==> config.mk <==
export PLATFORM = sky130hd
export DESIGN_NAME = converter_result_trigger_regs
export DESIGN_NICKNAME = d
export VERILOG_FILES = /design/src/conv_regs_pkg.sv /design/src/trigger_edge.sv /design/src/converter_result_trigger_regs.sv
export SDC_FILE = /design/constraint.sdc
export NUM_CORES = 1
export LEC_CHECK = 0
export ABC_AREA = 1
export BUFFER_PORTS_ARGS = -buffer_cell sky130_fd_sc_hd__buf_2
export CAP_MARGIN = 5
export CORE_ASPECT_RATIO = 1.1
export CORE_MARGIN = 4
export CORE_UTILIZATION = 30
export DETAILED_ROUTE_END_ITERATION = 16
export GPL_ROUTABILITY_DRIVEN = 0
export PLACE_DENSITY = 0.5
export SYNTH_ARGS = -nofsm -noshare
export SYNTH_HDL_FRONTEND = slang
export SYNTH_HIERARCHICAL = 1
export SYNTH_SLANG_ARGS = --single-unit
==> constraint.sdc <==
create_clock -name core_clk -period 1.25 [get_ports core_clk]
set_input_delay 0.0625 -clock core_clk [delete_from_list [all_inputs] [get_ports core_clk]]
set_output_delay 0.0625 -clock core_clk [all_outputs]
set_load 0.03 [all_outputs]
==> src/conv_regs_pkg.sv <==
/*
  Constants and carrier types shared by the converter result and trigger
  register logic: byte offsets, field positions, reset values and the
  trigger source codes.
  Assumes a byte-wide register port with 8-bit addresses.
*/
`default_nettype none

package conv_regs_pkg;

  // ==========================================================================
  // Register offsets
  localparam logic [7:0] off_result_low    = 8'h78;
  localparam logic [7:0] off_result_high   = 8'h79;
  localparam logic [7:0] off_conv_control  = 8'h7a;
  localparam logic [7:0] off_trigger_ctrl  = 8'h7b;
  localparam logic [7:0] off_channel_align = 8'h7c;
  localparam logic [7:0] off_input_disable = 8'h7e;

  // ==========================================================================
  // Field positions
  localparam int pos_converter_enable   = 7;
  localparam int pos_auto_trigger       = 5;
  localparam int pos_complete_flag      = 4;
  localparam int pos_comparator_mux     = 6;
  localparam int pos_trigger_reserved   = 7;
  localparam int pos_left_align         = 5;
  localparam int pos_trigger_field_hi   = 2;
  localparam int pos_channel_code_hi    = 4;

  // ==========================================================================
  // Reset values
  localparam logic [7:0] rst_byte       = 8'h00;
  localparam logic [9:0] rst_result     = 10'h000;
  localparam logic [2:0] rst_trigger    = 3'h0;
  localparam logic [4:0] rst_channel    = 5'h00;

  // ==========================================================================
  // Channel codes that mark a differential pair
  localparam logic [4:0] chan_diff_first = 5'h10;
  localparam logic [4:0] chan_diff_last  = 5'h1d;

  // ==========================================================================
  // Trigger source codes
  typedef enum logic [2:0] {
    trig_free_running  = 3'b000,
    trig_comparator    = 3'b001,
    trig_ext_irq0      = 3'b010,
    trig_t0_compare    = 3'b011,
    trig_t0_overflow   = 3'b100,
    trig_t_compare_b   = 3'b101,
    trig_t1_overflow   = 3'b110,
    trig_t1_capture    = 3'b111
  } trigger_source_t;

  // ==========================================================================
  // Carrier types
  typedef struct packed {
    logic       wr;
    logic       rd;
    logic [7:0] addr;
    logic [7:0] wdata;
  } reg_req_t;

  typedef struct packed {
    logic comparator;
    logic ext_irq0;
    logic t0_compare;
    logic t0_overflow;
    logic t_compare_b;
    logic t1_overflow;
    logic t1_capture;
  } trigger_flags_t;

  typedef struct packed {
    logic       done;
    logic [9:0] value;
  } conv_result_t;

endpackage

`default_nettype wire

==> src/trigger_edge.sv <==
/*
  Rising edge detector for the selected trigger level, with a suppress
  input that swallows an edge in the cycle it is asserted.
  Assumes the level comes from logic on the same clock.
*/
`timescale 1ns/1ns
`default_nettype none

module trigger_edge (
  // Clock and reset
  input  wire logic core_clk,
  input  wire logic rstn,
  // Level in, edge out
  input  wire logic level,
  input  wire logic suppress,
  output logic      rise
);

  logic prev_ff;

  // ==========================================================================
  // Previous level tracks always, even while suppressed
  always_ff @(posedge core_clk or negedge rstn) begin
    if (!rstn) begin
      prev_ff <= 1'b0;
    end else begin
      prev_ff <= level;
    end
  end

  // Edge only where the level was low one cycle ago
  assign rise = level & ~prev_ff & ~suppress;

endmodule

`default_nettype wire

==> src/converter_result_trigger_regs.sv <==
/*
  Register side of a 10-bit converter: locked two-byte result with left or
  right alignment, auto trigger source selection with edge generation, and
  per-pin digital input buffer disable with masked pin readback.
  Registers kept here, all one byte wide:
    result low and high, read only, the pair locked by a low read;
    control with converter enable, auto trigger and a write-one-clear
    completion flag;
    trigger with comparator mux enable and a three-bit source field;
    channel with the alignment select and a five-bit channel code;
    input disable, one bit for each analog pin.
  The block only requests conversions; the analog core decides when a
  started conversion ends and reports it on conv_in.
  Assumes the analog core, trigger flags and register master share
  core_clk; analog pin levels arrive asynchronously.
  Assumes the master never raises read and write strobes together and
  never waits for an answer.
*/
`timescale 1ns/1ns
`default_nettype none

module converter_result_trigger_regs (
  // Clock and reset
  input  wire logic                           core_clk,
  input  wire logic                           rstn,
  // Register port
  input  wire conv_regs_pkg::reg_req_t        reg_req,
  output logic [7:0]                          reg_rdata,
  // Analog core
  input  wire conv_regs_pkg::conv_result_t    conv_in,
  output logic                                start_conversion,
  output logic                                converter_enable,
  // Trigger flags from peripherals
  input  wire conv_regs_pkg::trigger_flags_t  trig_flags,
  // Comparator
  output logic                                comparator_mux_enable,
  // Analog pins
  input  wire logic [7:0]                     pin_level,
  output logic [7:0]                          pin_buffer_disable_bits,
  output logic [7:0]                          pin_read_value
);

  // ==========================================================================
  // State
  logic [9:0] result_ff;
  logic       lock_ff;
  logic       flag_ff;
  logic       enable_ff;
  logic       auto_ff;
  logic       cme_ff;
  logic [2:0] trigger_source_field_ff;
  logic [2:0] src_prev_ff;
  logic       left_align_select_ff;
  logic [4:0] channel_code_ff;
  logic [7:0] disable_ff;
  logic [7:0] pin_meta_ff;
  logic [7:0] pin_sync_ff;
  logic [7:0] pin_read_ff;
  logic [7:0] rdata_ff;
  logic       start_ff;

  // ==========================================================================
  // Address decode
  // Exact byte decode; writes to read-only or unmapped offsets are
  // simply dropped, and unmapped reads return zero.
  logic wr_conv_control;
  logic wr_trigger_ctrl;
  logic wr_channel_align;
  logic wr_input_disable;
  logic rd_result_low;
  logic rd_result_high;

  assign wr_conv_control  = reg_req.wr && (reg_req.addr == conv_regs_pkg::off_conv_control);
  assign wr_trigger_ctrl  = reg_req.wr && (reg_req.addr == conv_regs_pkg::off_trigger_ctrl);
  assign wr_channel_align = reg_req.wr && (reg_req.addr == conv_regs_pkg::off_channel_align);
  assign wr_input_disable = reg_req.wr && (reg_req.addr == conv_regs_pkg::off_input_disable);
  assign rd_result_low    = reg_req.rd && (reg_req.addr == conv_regs_pkg::off_result_low);
  assign rd_result_high   = reg_req.rd && (reg_req.addr == conv_regs_pkg::off_result_high);

  // ==========================================================================
  // Result capture and read-order lock
  // A low read in the same cycle as a completion blocks the update, so the
  // high byte later read pairs with the low byte already returned.
  // A high read with no low read before it leaves the pair unlocked, which
  // suits software that only wants the top eight bits of a left result.
  // Trade-off: a result that lands while locked is lost, never queued.
  logic capture;
  logic nxt_lock_ff;
  logic flag_clear;
  logic nxt_flag_ff;

  assign capture     = conv_in.done && !lock_ff && !rd_result_low;
  assign nxt_lock_ff = rd_result_low ? 1'b1 :
                       rd_result_high ? 1'b0 : lock_ff;
  assign flag_clear  = wr_conv_control && reg_req.wdata[conv_regs_pkg::pos_complete_flag];
  // Set wins over a simultaneous write-one clear
  assign nxt_flag_ff = capture ? 1'b1 : (flag_clear ? 1'b0 : flag_ff);

  always_ff @(posedge core_clk or negedge rstn) begin
    if (!rstn) begin
      result_ff <= conv_regs_pkg::rst_result;
      lock_ff   <= 1'b0;
      flag_ff   <= 1'b0;
    end else begin
      if (capture) begin
        result_ff <= conv_in.value;
      end
      lock_ff <= nxt_lock_ff;
      flag_ff <= nxt_flag_ff;
    end
  end

  // ==========================================================================
  // Result presentation, combinational so alignment acts at once
  logic       differential;
  logic [5:0] sign_fill;
  logic [7:0] result_low_byte;
  logic [7:0] result_high_byte;

  assign differential = (channel_code_ff >= conv_regs_pkg::chan_diff_first) &&
                        (channel_code_ff <= conv_regs_pkg::chan_diff_last);
  // Left alignment ignores the channel code: the sign already sits in
  // the top bit and the low six bits of the low byte read zero.
  // Differential results are signed; right aligned they sign-extend
  assign sign_fill    = differential ? {6{result_ff[9]}} : 6'h00;
  assign result_high_byte = left_align_select_ff ? result_ff[9:2] :
                            {sign_fill, result_ff[9:8]};
  assign result_low_byte  = left_align_select_ff ? {result_ff[1:0], 6'h00} :
                            result_ff[7:0];

  // ==========================================================================
  // Control registers written by software
  // Reserved trigger bit is never stored, so it always reads back zero.
  // Control bit 4 is the flag clear, handled with the flag above; the
  // other unstored control bits read back zero.
  always_ff @(posedge core_clk or negedge rstn) begin
    if (!rstn) begin
      enable_ff               <= 1'b0;
      auto_ff                 <= 1'b0;
      cme_ff                  <= 1'b0;
      trigger_source_field_ff <= conv_regs_pkg::rst_trigger;
      left_align_select_ff    <= 1'b0;
      channel_code_ff         <= conv_regs_pkg::rst_channel;
      disable_ff              <= conv_regs_pkg::rst_byte;
    end else begin
      if (wr_conv_control) begin
        enable_ff <= reg_req.wdata[conv_regs_pkg::pos_converter_enable];
        auto_ff   <= reg_req.wdata[conv_regs_pkg::pos_auto_trigger];
      end
      if (wr_trigger_ctrl) begin
        cme_ff                  <= reg_req.wdata[conv_regs_pkg::pos_comparator_mux];
        trigger_source_field_ff <= reg_req.wdata[conv_regs_pkg::pos_trigger_field_hi:0];
      end
      if (wr_channel_align) begin
        left_align_select_ff <= reg_req.wdata[conv_regs_pkg::pos_left_align];
        channel_code_ff      <= reg_req.wdata[conv_regs_pkg::pos_channel_code_hi:0];
      end
      if (wr_input_disable) begin
        disable_ff <= reg_req.wdata;
      end
    end
  end

  // ==========================================================================
  // Trigger source selection
  // Free running watches the completion flag itself, so each completion
  // that sets a cleared flag retriggers; the flag is the only source the block owns.
  // Peripheral flags are taken as they come, with no synchroniser: they
  // are assumed to be driven from core_clk logic.
  logic trig_level;

  always_comb begin
    trig_level = 1'b0;
    case (conv_regs_pkg::trigger_source_t'(trigger_source_field_ff))
      conv_regs_pkg::trig_free_running: trig_level = flag_ff;
      conv_regs_pkg::trig_comparator:   trig_level = trig_flags.comparator;
      conv_regs_pkg::trig_ext_irq0:     trig_level = trig_flags.ext_irq0;
      conv_regs_pkg::trig_t0_compare:   trig_level = trig_flags.t0_compare;
      conv_regs_pkg::trig_t0_overflow:  trig_level = trig_flags.t0_overflow;
      conv_regs_pkg::trig_t_compare_b:  trig_level = trig_flags.t_compare_b;
      conv_regs_pkg::trig_t1_overflow:  trig_level = trig_flags.t1_overflow;
      conv_regs_pkg::trig_t1_capture:   trig_level = trig_flags.t1_capture;
      default:                          trig_level = 1'b0;
    endcase
  end

  // ==========================================================================
  // Edge generation
  // The edge history runs even with auto trigger off, so a later enable
  // does not fire on a flag that has stood high for a while.
  // Hazard accepted: a source switch compares the new level against the
  // old source's level, so a switch onto a set flag is a real edge, except a switch to free running, which is suppressed.
  // Start is registered, so it reaches the core one cycle after the edge.
  logic to_free_running;
  logic trig_rise;
  logic nxt_start_ff;

  assign to_free_running = (trigger_source_field_ff == conv_regs_pkg::trig_free_running) &&
                           (src_prev_ff != conv_regs_pkg::trig_free_running);

  trigger_edge u_trigger_edge (
    .core_clk (core_clk),
    .rstn     (rstn),
    .level    (trig_level),
    .suppress (to_free_running),
    .rise     (trig_rise)
  );

  // Start only with converter and auto trigger both enabled
  assign nxt_start_ff = trig_rise && auto_ff && enable_ff;

  always_ff @(posedge core_clk or negedge rstn) begin
    if (!rstn) begin
      src_prev_ff <= conv_regs_pkg::rst_trigger;
      start_ff    <= 1'b0;
    end else begin
      src_prev_ff <= trigger_source_field_ff;
      start_ff    <= nxt_start_ff;
    end
  end

  // ==========================================================================
  // Pin input path
  // Two stages before the mask; a disabled pin reads zero whatever it holds.
  // Only the second stage feeds logic; the first may still be settling.
  // A disable write reaches the read value one cycle after it lands.
  always_ff @(posedge core_clk or negedge rstn) begin
    if (!rstn) begin
      pin_meta_ff <= conv_regs_pkg::rst_byte;
      pin_sync_ff <= conv_regs_pkg::rst_byte;
      pin_read_ff <= conv_regs_pkg::rst_byte;
    end else begin
      pin_meta_ff <= pin_level;
      pin_sync_ff <= pin_meta_ff;
      pin_read_ff <= pin_sync_ff & ~disable_ff;
    end
  end

  // ==========================================================================
  // Read data mux, answered in the cycle after the strobe
  // The read data fall back to zero when no read is made, so a stale
  // byte never stands on the port; reads have no side effects except
  // the lock handled with the result.
  logic [7:0] conv_control_rd;
  logic [7:0] trigger_ctrl_rd;
  logic [7:0] channel_align_rd;
  logic [7:0] nxt_rdata_ff;

  assign conv_control_rd  = {enable_ff, 1'b0, auto_ff, flag_ff, 4'h0};
  assign trigger_ctrl_rd  = {1'b0, cme_ff, 3'h0, trigger_source_field_ff};
  assign channel_align_rd = {2'h0, left_align_select_ff, channel_code_ff};

  always_comb begin
    nxt_rdata_ff = 8'h00;
    if (reg_req.rd) begin
      case (reg_req.addr)
        conv_regs_pkg::off_result_low:    nxt_rdata_ff = result_low_byte;
        conv_regs_pkg::off_result_high:   nxt_rdata_ff = result_high_byte;
        conv_regs_pkg::off_conv_control:  nxt_rdata_ff = conv_control_rd;
        conv_regs_pkg::off_trigger_ctrl:  nxt_rdata_ff = trigger_ctrl_rd;
        conv_regs_pkg::off_channel_align: nxt_rdata_ff = channel_align_rd;
        conv_regs_pkg::off_input_disable: nxt_rdata_ff = disable_ff;
        default:                          nxt_rdata_ff = 8'h00;
      endcase
    end
  end

  always_ff @(posedge core_clk or negedge rstn) begin
    if (!rstn) begin
      rdata_ff <= conv_regs_pkg::rst_byte;
    end else begin
      rdata_ff <= nxt_rdata_ff;
    end
  end

  // ==========================================================================
  // Outputs, all straight from flip-flops
  // No output is decoded combinationally, which keeps the timing of
  // the register port and the start pulse independent of the decode.
  assign reg_rdata               = rdata_ff;
  assign start_conversion        = start_ff;
  assign converter_enable        = enable_ff;
  assign comparator_mux_enable   = cme_ff;
  assign pin_buffer_disable_bits = disable_ff;
  assign pin_read_value          = pin_read_ff;

endmodule

`default_nettype wire

# Word level (Yosys, flattened, before mapping)
# Index checks and enable logic that the tools add are counted.
# totals
out_inout_bits	27
latchBits	0
mem_bits_rw	0
regBits	69
rom_bits	0
n_memories	0
elab_cells	67
input_bits	46
# classes
n_eq_ne	13
div_mod_pow	0
magnitude_cmp	2
multipliers	0
reduce_logical	19
addsub	0
n_shift	0
muxes	10
bitwise_logic	6
# op_table
op	count
$eq A8 B7 Y1 const B	6
$pmux W8 S6	1
$mux W8	3
$logic_and A1 B1 Y1	13
$eq A3 B3 Y1 const B	4
$and A8 B8 Y8	1
$not A8 Y8	1
$pmux W1 S8	1
$eq A3 B2 Y1 const B	2
$mux W6	1
$ge A5 B5 Y1 const B	1
$le A5 B5 Y1 const B	1
$mux W1	4
$reduce_bool A2 Y1	2
$eq A3 B1 Y1 const B	1
$logic_not A3 Y1	1
$reduce_bool A3 Y1	1
$and A1 B1 Y1	2
$logic_not A1 Y1	2
$not A1 Y1	2

# Depth between registers and ports, before layout
# Gate-level depths: netlist of the first run.
# depth
word_depth	6
ltp_mapped	11

# Cells and area by module
# The synthesis of the first run kept the hierarchy.
# by_module_without_submodules
mod	seq_area_each_um2	instances	cells_per_inst	area_per_inst_um2
converter_result_trigger_regs	1701.6	1	333	2959.1
trigger_edge	25.0	1	4	38.8

# Worst setup path after synthesis of the first run
# Ideal clock, no wire load.
# synth_timing
path_kind	register -> register
startpoint	register trigger_source_field_ff[0]
endpoint	register start_ff, in the netlist start_conversion
path_stages_with_launch	9
path_buffers	0
setup_ps	72
setup_slack_ps	4
arrival_ps	1175
cell_sequence	dfrtp_1 > inv_1 > nand3_1 > and3_1 > o21ai_0 > nand2_1 > nor2_2 > nand2_1 > nor2_1
# synth_between
elab_chain_cells	6
elab_cells_between_ends	15
# synth_rtl
item	line_no	text
start: declaration	converter_result_trigger_regs.sv:51	logic [2:0] trigger_source_field_ff;
start signal: assignment	converter_result_trigger_regs.sv:141	trigger_source_field_ff <= conv_regs_pkg::rst_trigger;
start signal: assignment	converter_result_trigger_regs.sv:152	trigger_source_field_ff <= reg_req.wdata[conv_regs_pkg::pos_trigger_field_hi:0];
$eq A3 B3 Y1, or another cell as far along	converter_result_trigger_regs.sv:174	case (conv_regs_pkg::trigger_source_t'(trigger_source_field_ff))
$pmux W1 S8 *	converter_result_trigger_regs.sv:174	
named net trig_level	converter_result_trigger_regs.sv:170	logic trig_level;
$and A1 B1 Y1 * (2 in series)	trigger_edge.sv:32	assign rise = level & ~prev_ff & ~suppress;
named net trig_rise	converter_result_trigger_regs.sv:195	logic trig_rise;
$logic_and A1 B1 Y1 * (2 in series)	converter_result_trigger_regs.sv:210	assign nxt_start_ff = trig_rise && auto_ff && enable_ff;
named net nxt_start_ff	converter_result_trigger_regs.sv:196	logic nxt_start_ff;
end signal: assignment	converter_result_trigger_regs.sv:218	start_ff <= nxt_start_ff;
end: declaration	converter_result_trigger_regs.sv:60	logic start_ff;
# Mark *: on every way through the listed nets, which the timed path passes. The rest lies on a longest branch.
# A chain may end at the register's enable or synchronous reset.

# Worst setup path in the final report of the first run
# layout_timing
startpoint	register trigger_source_field_ff[1]
endpoint	register start_ff, in the netlist start_conversion
# The elaborated chain is that of the path after synthesis.

==> impl_metrics.ini, run 1 <==
[synth]
async_flop_share_pct = 100
synth_cell_types = 20
yosysTopAreaCellShare_pct = 57.6
ys_ff_latch = 69
avgSynthCellArea_um2 = 8.90
yosys_most_used_dff = dfrtp_1
yosys_warnings = 6
syn_area_um2 = 3000
yosysMostFrequentCell = dfrtp_1
synth-edff-count = 0
syn_nets = 383
yosysTopAreaCell = dfrtp_1
syn_inst = 337
synthTopCellsByArea = dfrtp_1, nand2_1, nand3_1, inv_1, o21ai_0
ys_top_cells_by_count = dfrtp_1, nand2_1, inv_1
yosysSeqAreaShare_pct = 57.6

[timing]
setup_violations = 0
finalHoldViolations = 0
max_freq_ghz = 0.807
hold_ws_ns = 0.0598
grt_setup_unrepaired = yes
maxSlewViolCount = 0
period_share_pct = 99.1
relSlewSlack_pct = 74.1
fin_skew_ns = 0.0120
min_period_ns = 1.24
tightest_slew_ns = 0.388
setup_ws_ns = 0.0111

[power]
powerDensity_nw_per_um2 = 1180
vdd_drop_max_mv = 0.677
power.leakage_nw = 2.17

[place]
io_buffers = 72
dp.cells = 541
dp_slack_ns = -0.0978
hpwl_mm = 5.54

[detailed_routing]
ant_nets = 0
wl_per_cell_um = 12.9
vias_per_cell = 4.36
vias = 2570
drcViolationCount = 0
drtIter0Drc = 104
dr.pass1.iters = 4
drt_wl_total_mm = 7.60

[layout]
finalNonFillerCells = 589
n_antenna_cell = 0
drive_gt1_share_pct = 31.3
regArea_um2 = 1730
multi_input_area_um2 = 1030
area_delta_synth_final_pct = 39.6
layout.nets = 510
nFillCells = 1006
final_util_pct = 42.7

[clocking]
tritoncts = built
clk_pin_slew_ns = 0.08
clockRootBuffer = clkbuf_8
cts_max_level = 3
clkLatencyLatePin_ns = 0.36
cts.path.max_buffers = 2
clock_sinks = 69
cts_made_buffers = 9

[global_routing]
globalRouteMet3Util_pct = 2.71
grt_usage_pct = 14.1
grt_start_max_net_pins = 70
grt_pass1_vias = 2605
met1_usage_pct = 18.9
grt_pass1_wl_mm = 12.6
antenna_found_initial = 0
grt_overflow_total = 0
grt_busiest_layer = met2
use_met2_pct = 21.9

[setup_path]
crit_arrival_ns = 1.53
path_delay_family = simple AND/OR/NAND/NOR gates
crit_fanout = 5
slowest_stage = dfrtp_2
required_ns = 1.54
cp_num_buf_inv = 2
reg2reg_slack_ns = 0.01
crit_path_frequent_cell = nand2_1
max_stage_delay_ns = 0.45
cp_cell_sequence = inv_2, nand2_2, inv_2, nand2_2, nand4_1, nand2_1, o21ai_2, nand2_1, nor2_2, nand2_1, nor2_1
end_kind = flip-flop
path_class = flip-flop to flip-flop
startpoint_type = flip-flop

[job]
cap_viol_max_count = 0

[floorplan]
dieArea_um2 = 11700
chipWidth_um = 103
core_um2 = 9790
ios = 73
die_y_um = 113
std_cell_rows = 38
start_util_pct = 30.6

[run_status]
status = finished clean

[hold_path]
hold_class = input port to flip-flop
[per-layer routing]
metal / wire, µm / share of wire (%) / vias to the layer above
met2: 3650 / 48 / 59
met3: 349 / 4.6 / 11
met4: 147 / 1.9 / 0
met5: 0 / 0 / -
met1: 3450 / 45 / 1183
li1: - / - / 1317
[per-stage QoR]
step / power, mW / TNS, ns / instance area, µm²
floorplan: 2.81 / 0 / 3000
global placement: 3.11 / -0.0260 / 3640
detailed placement: 3.12 / -0.0978 / 3640
CTS: 4.97 / 0 / 4140
global route: 5.20 / -0.103 / 4190
finish: 4.92 / 0 / 4190
[final cells by class]
type                    instances  share of cell area, %
clock buffers                   9                   2.96
clock inverters                 7                   1.52
inverters                      54                   4.84
multi-input cells             205                   24.7
flip-flops and latches         69                   41.3
well taps                     120                   3.59
repair buffers                125                   21.0
[sequential cells by signal, indices dropped and copies added, names as in the netlist]
register                 flops
start_conversion             1
pin_read_value               8
result_ff                   10
pin_meta_ff                  8
src_prev_ff                  3
flag_ff                      1
pin_sync_ff                  8
auto_ff                      1
u_trigger_edge/prev_ff       1
pin_buffer_disable_bits      8
reg_rdata                    8
channel_code_ff              5
left_align_select_ff         1
converter_enable             1
lock_ff                      1
trigger_source_field_ff      3
comparator_mux_enable        1
[timing repair]
item                                    CTS  global route
endpoints found under the hold margin   109             0
pin swaps                                 0             3
setup buffers                             2             2
endpoints found under the setup margin    1             8
resized for setup                         7            14
hold buffers                             28             0
[report_power, final]
| part | total, mW | internal [mW] | switching (mW) |
|---|---|---|---|
| Combinational | 0.707 | 0.304 | 0.403 |
| Clock | 1.75 | 0.763 | 0.988 |
| Sequential | 2.46 | 2.37 | 0.0942 |
[worst register-to-register path: cells and delay by family (launching register included)]
| kind | cells | cell delay [ns] |
|---|---|---|
| AOI/OAI and AO/OA | 1 | 0.06 |
| buffers and inverters | 2 | 0.14 |
| DFF | 1 | 0.45 |
| and+or+nand+nor | 8 | 0.54 |
[logic make-up (layout without fill, tap and decap cells)]
logic type	after synthesis	after routing	share of synthesized area [%]
compound gates	42	42	7.51
simple gates	163	163	26.1
buf+inv	63	195	8.76
flops	69	69	57.6
[placed cells by master (no fill, tap or decap), drive strengths merged]
cell type / synthesis / final
a21oi: 11 / 11
and3: 1 / 1
buf: 9 / 97
clkbuf: 0 / 9
clkinv: 0 / 1
clkinvlp: 0 / 2
dfrtp: 69 / 69
dlygate4sd3: 0 / 28
inv: 54 / 58
nand2: 65 / 65
nand3: 45 / 45
nand4: 4 / 4
nor2: 43 / 43
nor3: 2 / 2
nor4: 3 / 3
o21ai: 31 / 31
[path summary, 6_finish.rpt]
check	from	to	cells past startpoint
max	trigger_source_field_ff[1]	start_conversion	11
min	trig_flags[3]	u_trigger_edge/prev_ff	5
max reg2reg	trigger_source_field_ff[1]	start_conversion	11
min reg2reg	pin_meta_ff[5]	pin_sync_ff[5]	0
max in group asynchronous	rstn	reg_rdata[7]	3
min in group asynchronous	rstn	pin_read_value[1]	3
Power figures use the tool's default switching activity.
==> run 2: changes to the inputs <==
--- a/config.mk
+++ b/config.mk
@@ -16,5 +16,4 @@
 export PLACE_DENSITY = 0.5
 export SYNTH_ARGS = -nofsm -noshare
 export SYNTH_HDL_FRONTEND = slang
-export SYNTH_HIERARCHICAL = 1
 export SYNTH_SLANG_ARGS = --single-unit
==> run 2 against run 1 <==
Setup slack improved by 0.11 ns. Critical path depth decreased by 5. Hold slack got worse by 0.022 ns. Sequential cell count unchanged. Sequential power about the same. Critical endpoint is now reg_rdata[0]. Largest cell class unchanged. Highest routed layer unchanged.
==> impl_metrics.ini, run 2 <==
[synth]
syn_nets = 380
yosysTopAreaCellShare_pct = 56.7
ys_ff_latch = 69
yosysTopAreaCell = dfrtp_1
async_flop_share_pct = 100
yosysSeqAreaShare_pct = 56.7
synth-edff-count = 0
synth_cell_types = 27
avgSynthCellArea_um2 = 9.12
yosys_most_used_dff = dfrtp_1
yosys_warnings = 0
syn_area_um2 = 3050
syn_inst = 334
ys_top_cells_by_count = dfrtp_1, nand2_1, nand3_1
synthTopCellsByArea = dfrtp_1, nand3_1, nand2_1, inv_1, o21ai_2

[hold_path]
hold_class = input port to flip-flop
min_path_cells = 3

[timing]
max_freq_ghz = 0.888
period_share_pct = 90.1
fin_skew_ns = 0.00856
relSlewSlack_pct = 75.8
grt_setup_unrepaired = no
finalHoldViolations = 0
min_period_ns = 1.13
tns_ns = 0
setup_violations = 0
tightest_slew_ns = 0.364
maxSlewViolCount = 0

[detailed_routing]
vias = 2587
ant_nets = 0
wl_per_cell_um = 12.7
drt_wl_total_mm = 7.30
dr.pass1.iters = 4
drcViolationCount = 0
vias_per_cell = 4.49
drtIter0Drc = 141

[clocking]
clockRootBuffer = clkbuf_8
cts.path.max_buffers = 2
clk_pin_slew_ns = 0.08
tritoncts = built
cts_made_buffers = 9
clkLatencyLatePin_ns = 0.35
cts_max_level = 3
cts_setup_buffers = 0
clock_sinks = 69

[power]
power.leakage_nw = 2.10
vdd_drop_max_mv = 0.517
powerDensity_nw_per_um2 = 1150

[floorplan]
chipWidth_um = 104
ios = 73
core_um2 = 9890
start_util_pct = 30.8
dieArea_um2 = 11800
std_cell_rows = 38
die_y_um = 114

[layout]
nFillCells = 1013
largest_reg_flops = 10
drive_gt1_share_pct = 31.8
regArea_um2 = 1730
final_common_cell = buf_2
area_delta_synth_final_pct = 34.1
layout.nets = 497
most-common-layout-cells = buf_2, nand2_1, dfrtp_1
n_antenna_cell = 0
largest_register = result_ff
final_area_um2 = 4080
multi_input_area_um2 = 1110

[run_status]
status = finished clean

[place]
dpl_cell_area_um2 = 3640
hpwl_mm = 5.57
io_buffers = 72

[setup_path]
path_class = flip-flop to flip-flop
reg2reg_slack_ns = 0.12
end_kind = flip-flop
r2r_cells = 6
required_ns = 1.54
crit_arrival_ns = 1.41
startpoint_type = flip-flop
crit_fanout = 8

[job]
cap_viol_max_count = 0

[global_routing]
grt_pass1_vias = 2617
grt_pass1_wl_mm = 12.6
antenna_found_initial = 0
grt_start_max_net_pins = 70
grt_usage_pct = 13.4
grt_overflow_total = 0
==> run 2: changes by cell type after synthesis, moves of 6 or more <==
cell / change
nor2_1: -7
o21ai_2: +12
nand3_1: +11
a21oi_1: -6
inv_1: -16
o21ai_0: -24
nand2_1: +10
==> run 2: cells by family (layout without fill, tap and decap cells) <==
| logic type | after synthesis | in the layout | share of synthesized area [%] |
|---|---|---|---|
| simple gates | 186 | 186 | 29.3 |
| buf+inv | 49 | 171 | 7.03 |
| flops | 69 | 69 | 56.7 |
| compound gates | 30 | 30 | 6.94 |
==> run 2: per-stage QoR <==
step / power (mW) / utilization (%) / cells / hold WS [ns] / worst slack [ns]
floorplan: 2.74 / - / 334 / -0.233 / 0.114
global placement: 3.00 / 36.8 / 534 / 0.117 / 0.0675
detailed placement: 3.01 / 36.8 / 534 / 0.117 / 0.0466
CTS: 4.78 / 41.2 / 576 / 0.0143 / 0.0962
global route: 4.98 / 41.3 / 576 / 0.0290 / 0.00522
finish: 4.70 / 41.3 / 576 / 0.0373 / 0.123
==> run 2: power by group <==
part | leakage, nW | internal [mW] | switching, mW | total, mW
combinational | 1.17 | 0.242 | 0.335 | 0.577
sequential | 0.849 | 2.35 | 0.0835 | 2.44
clock | 0.0829 | 0.742 | 0.942 | 1.68
==> run 2: what timing repair did <==
action / 4_1_cts / 5_1_grt
hold endpoints to repair: 97 / 0
hold buffers: 26 / 0
setup endpoints to repair: 0 / 3
gates resized for setup: 0 / 3
==> run 2: final cells by class <==
class	count	area share [%]
clock buffer	9	3.03
tap	120	3.68
clock inverter	7	1.41
inverter	39	3.59
multi-input combinational	216	27.1
sequential	69	42.4
timing repair buffer	116	18.8
==> run 2: final timing paths <==
kind | from | end
worst max-delay path | left_align_select_ff | reg_rdata[0]
worst min-delay path | reg_req[11] | reg_rdata[7]
worst max register to register | left_align_select_ff | reg_rdata[0]
worst min register to register | pin_meta_ff[3] | pin_sync_ff[3]
max in group asynchronous | rstn | trigger_source_field_ff[1]
min in group asynchronous | rstn | pin_read_value[4]
==> run 2: per-layer routing <==
layer / track usage, % / up-vias / share of wire (%)
met4: 4.08 / 0 / 1.2
met3: 4.13 / 8 / 5.1
met5: 0 / - / 0
met1: 17.3 / 1214 / 44
li1: - / 1307 / -
met2: 21.9 / 58 / 50
==> run 2: critical path, cell delays in order, from the launching register on <==
cell and delay, ns:
dfrtp_1 0.39, inv_1 0.18, buf_4 0.17, nand2_1 0.05
o21ai_1 0.15, nor2_1 0.06, nor2_1 0.08
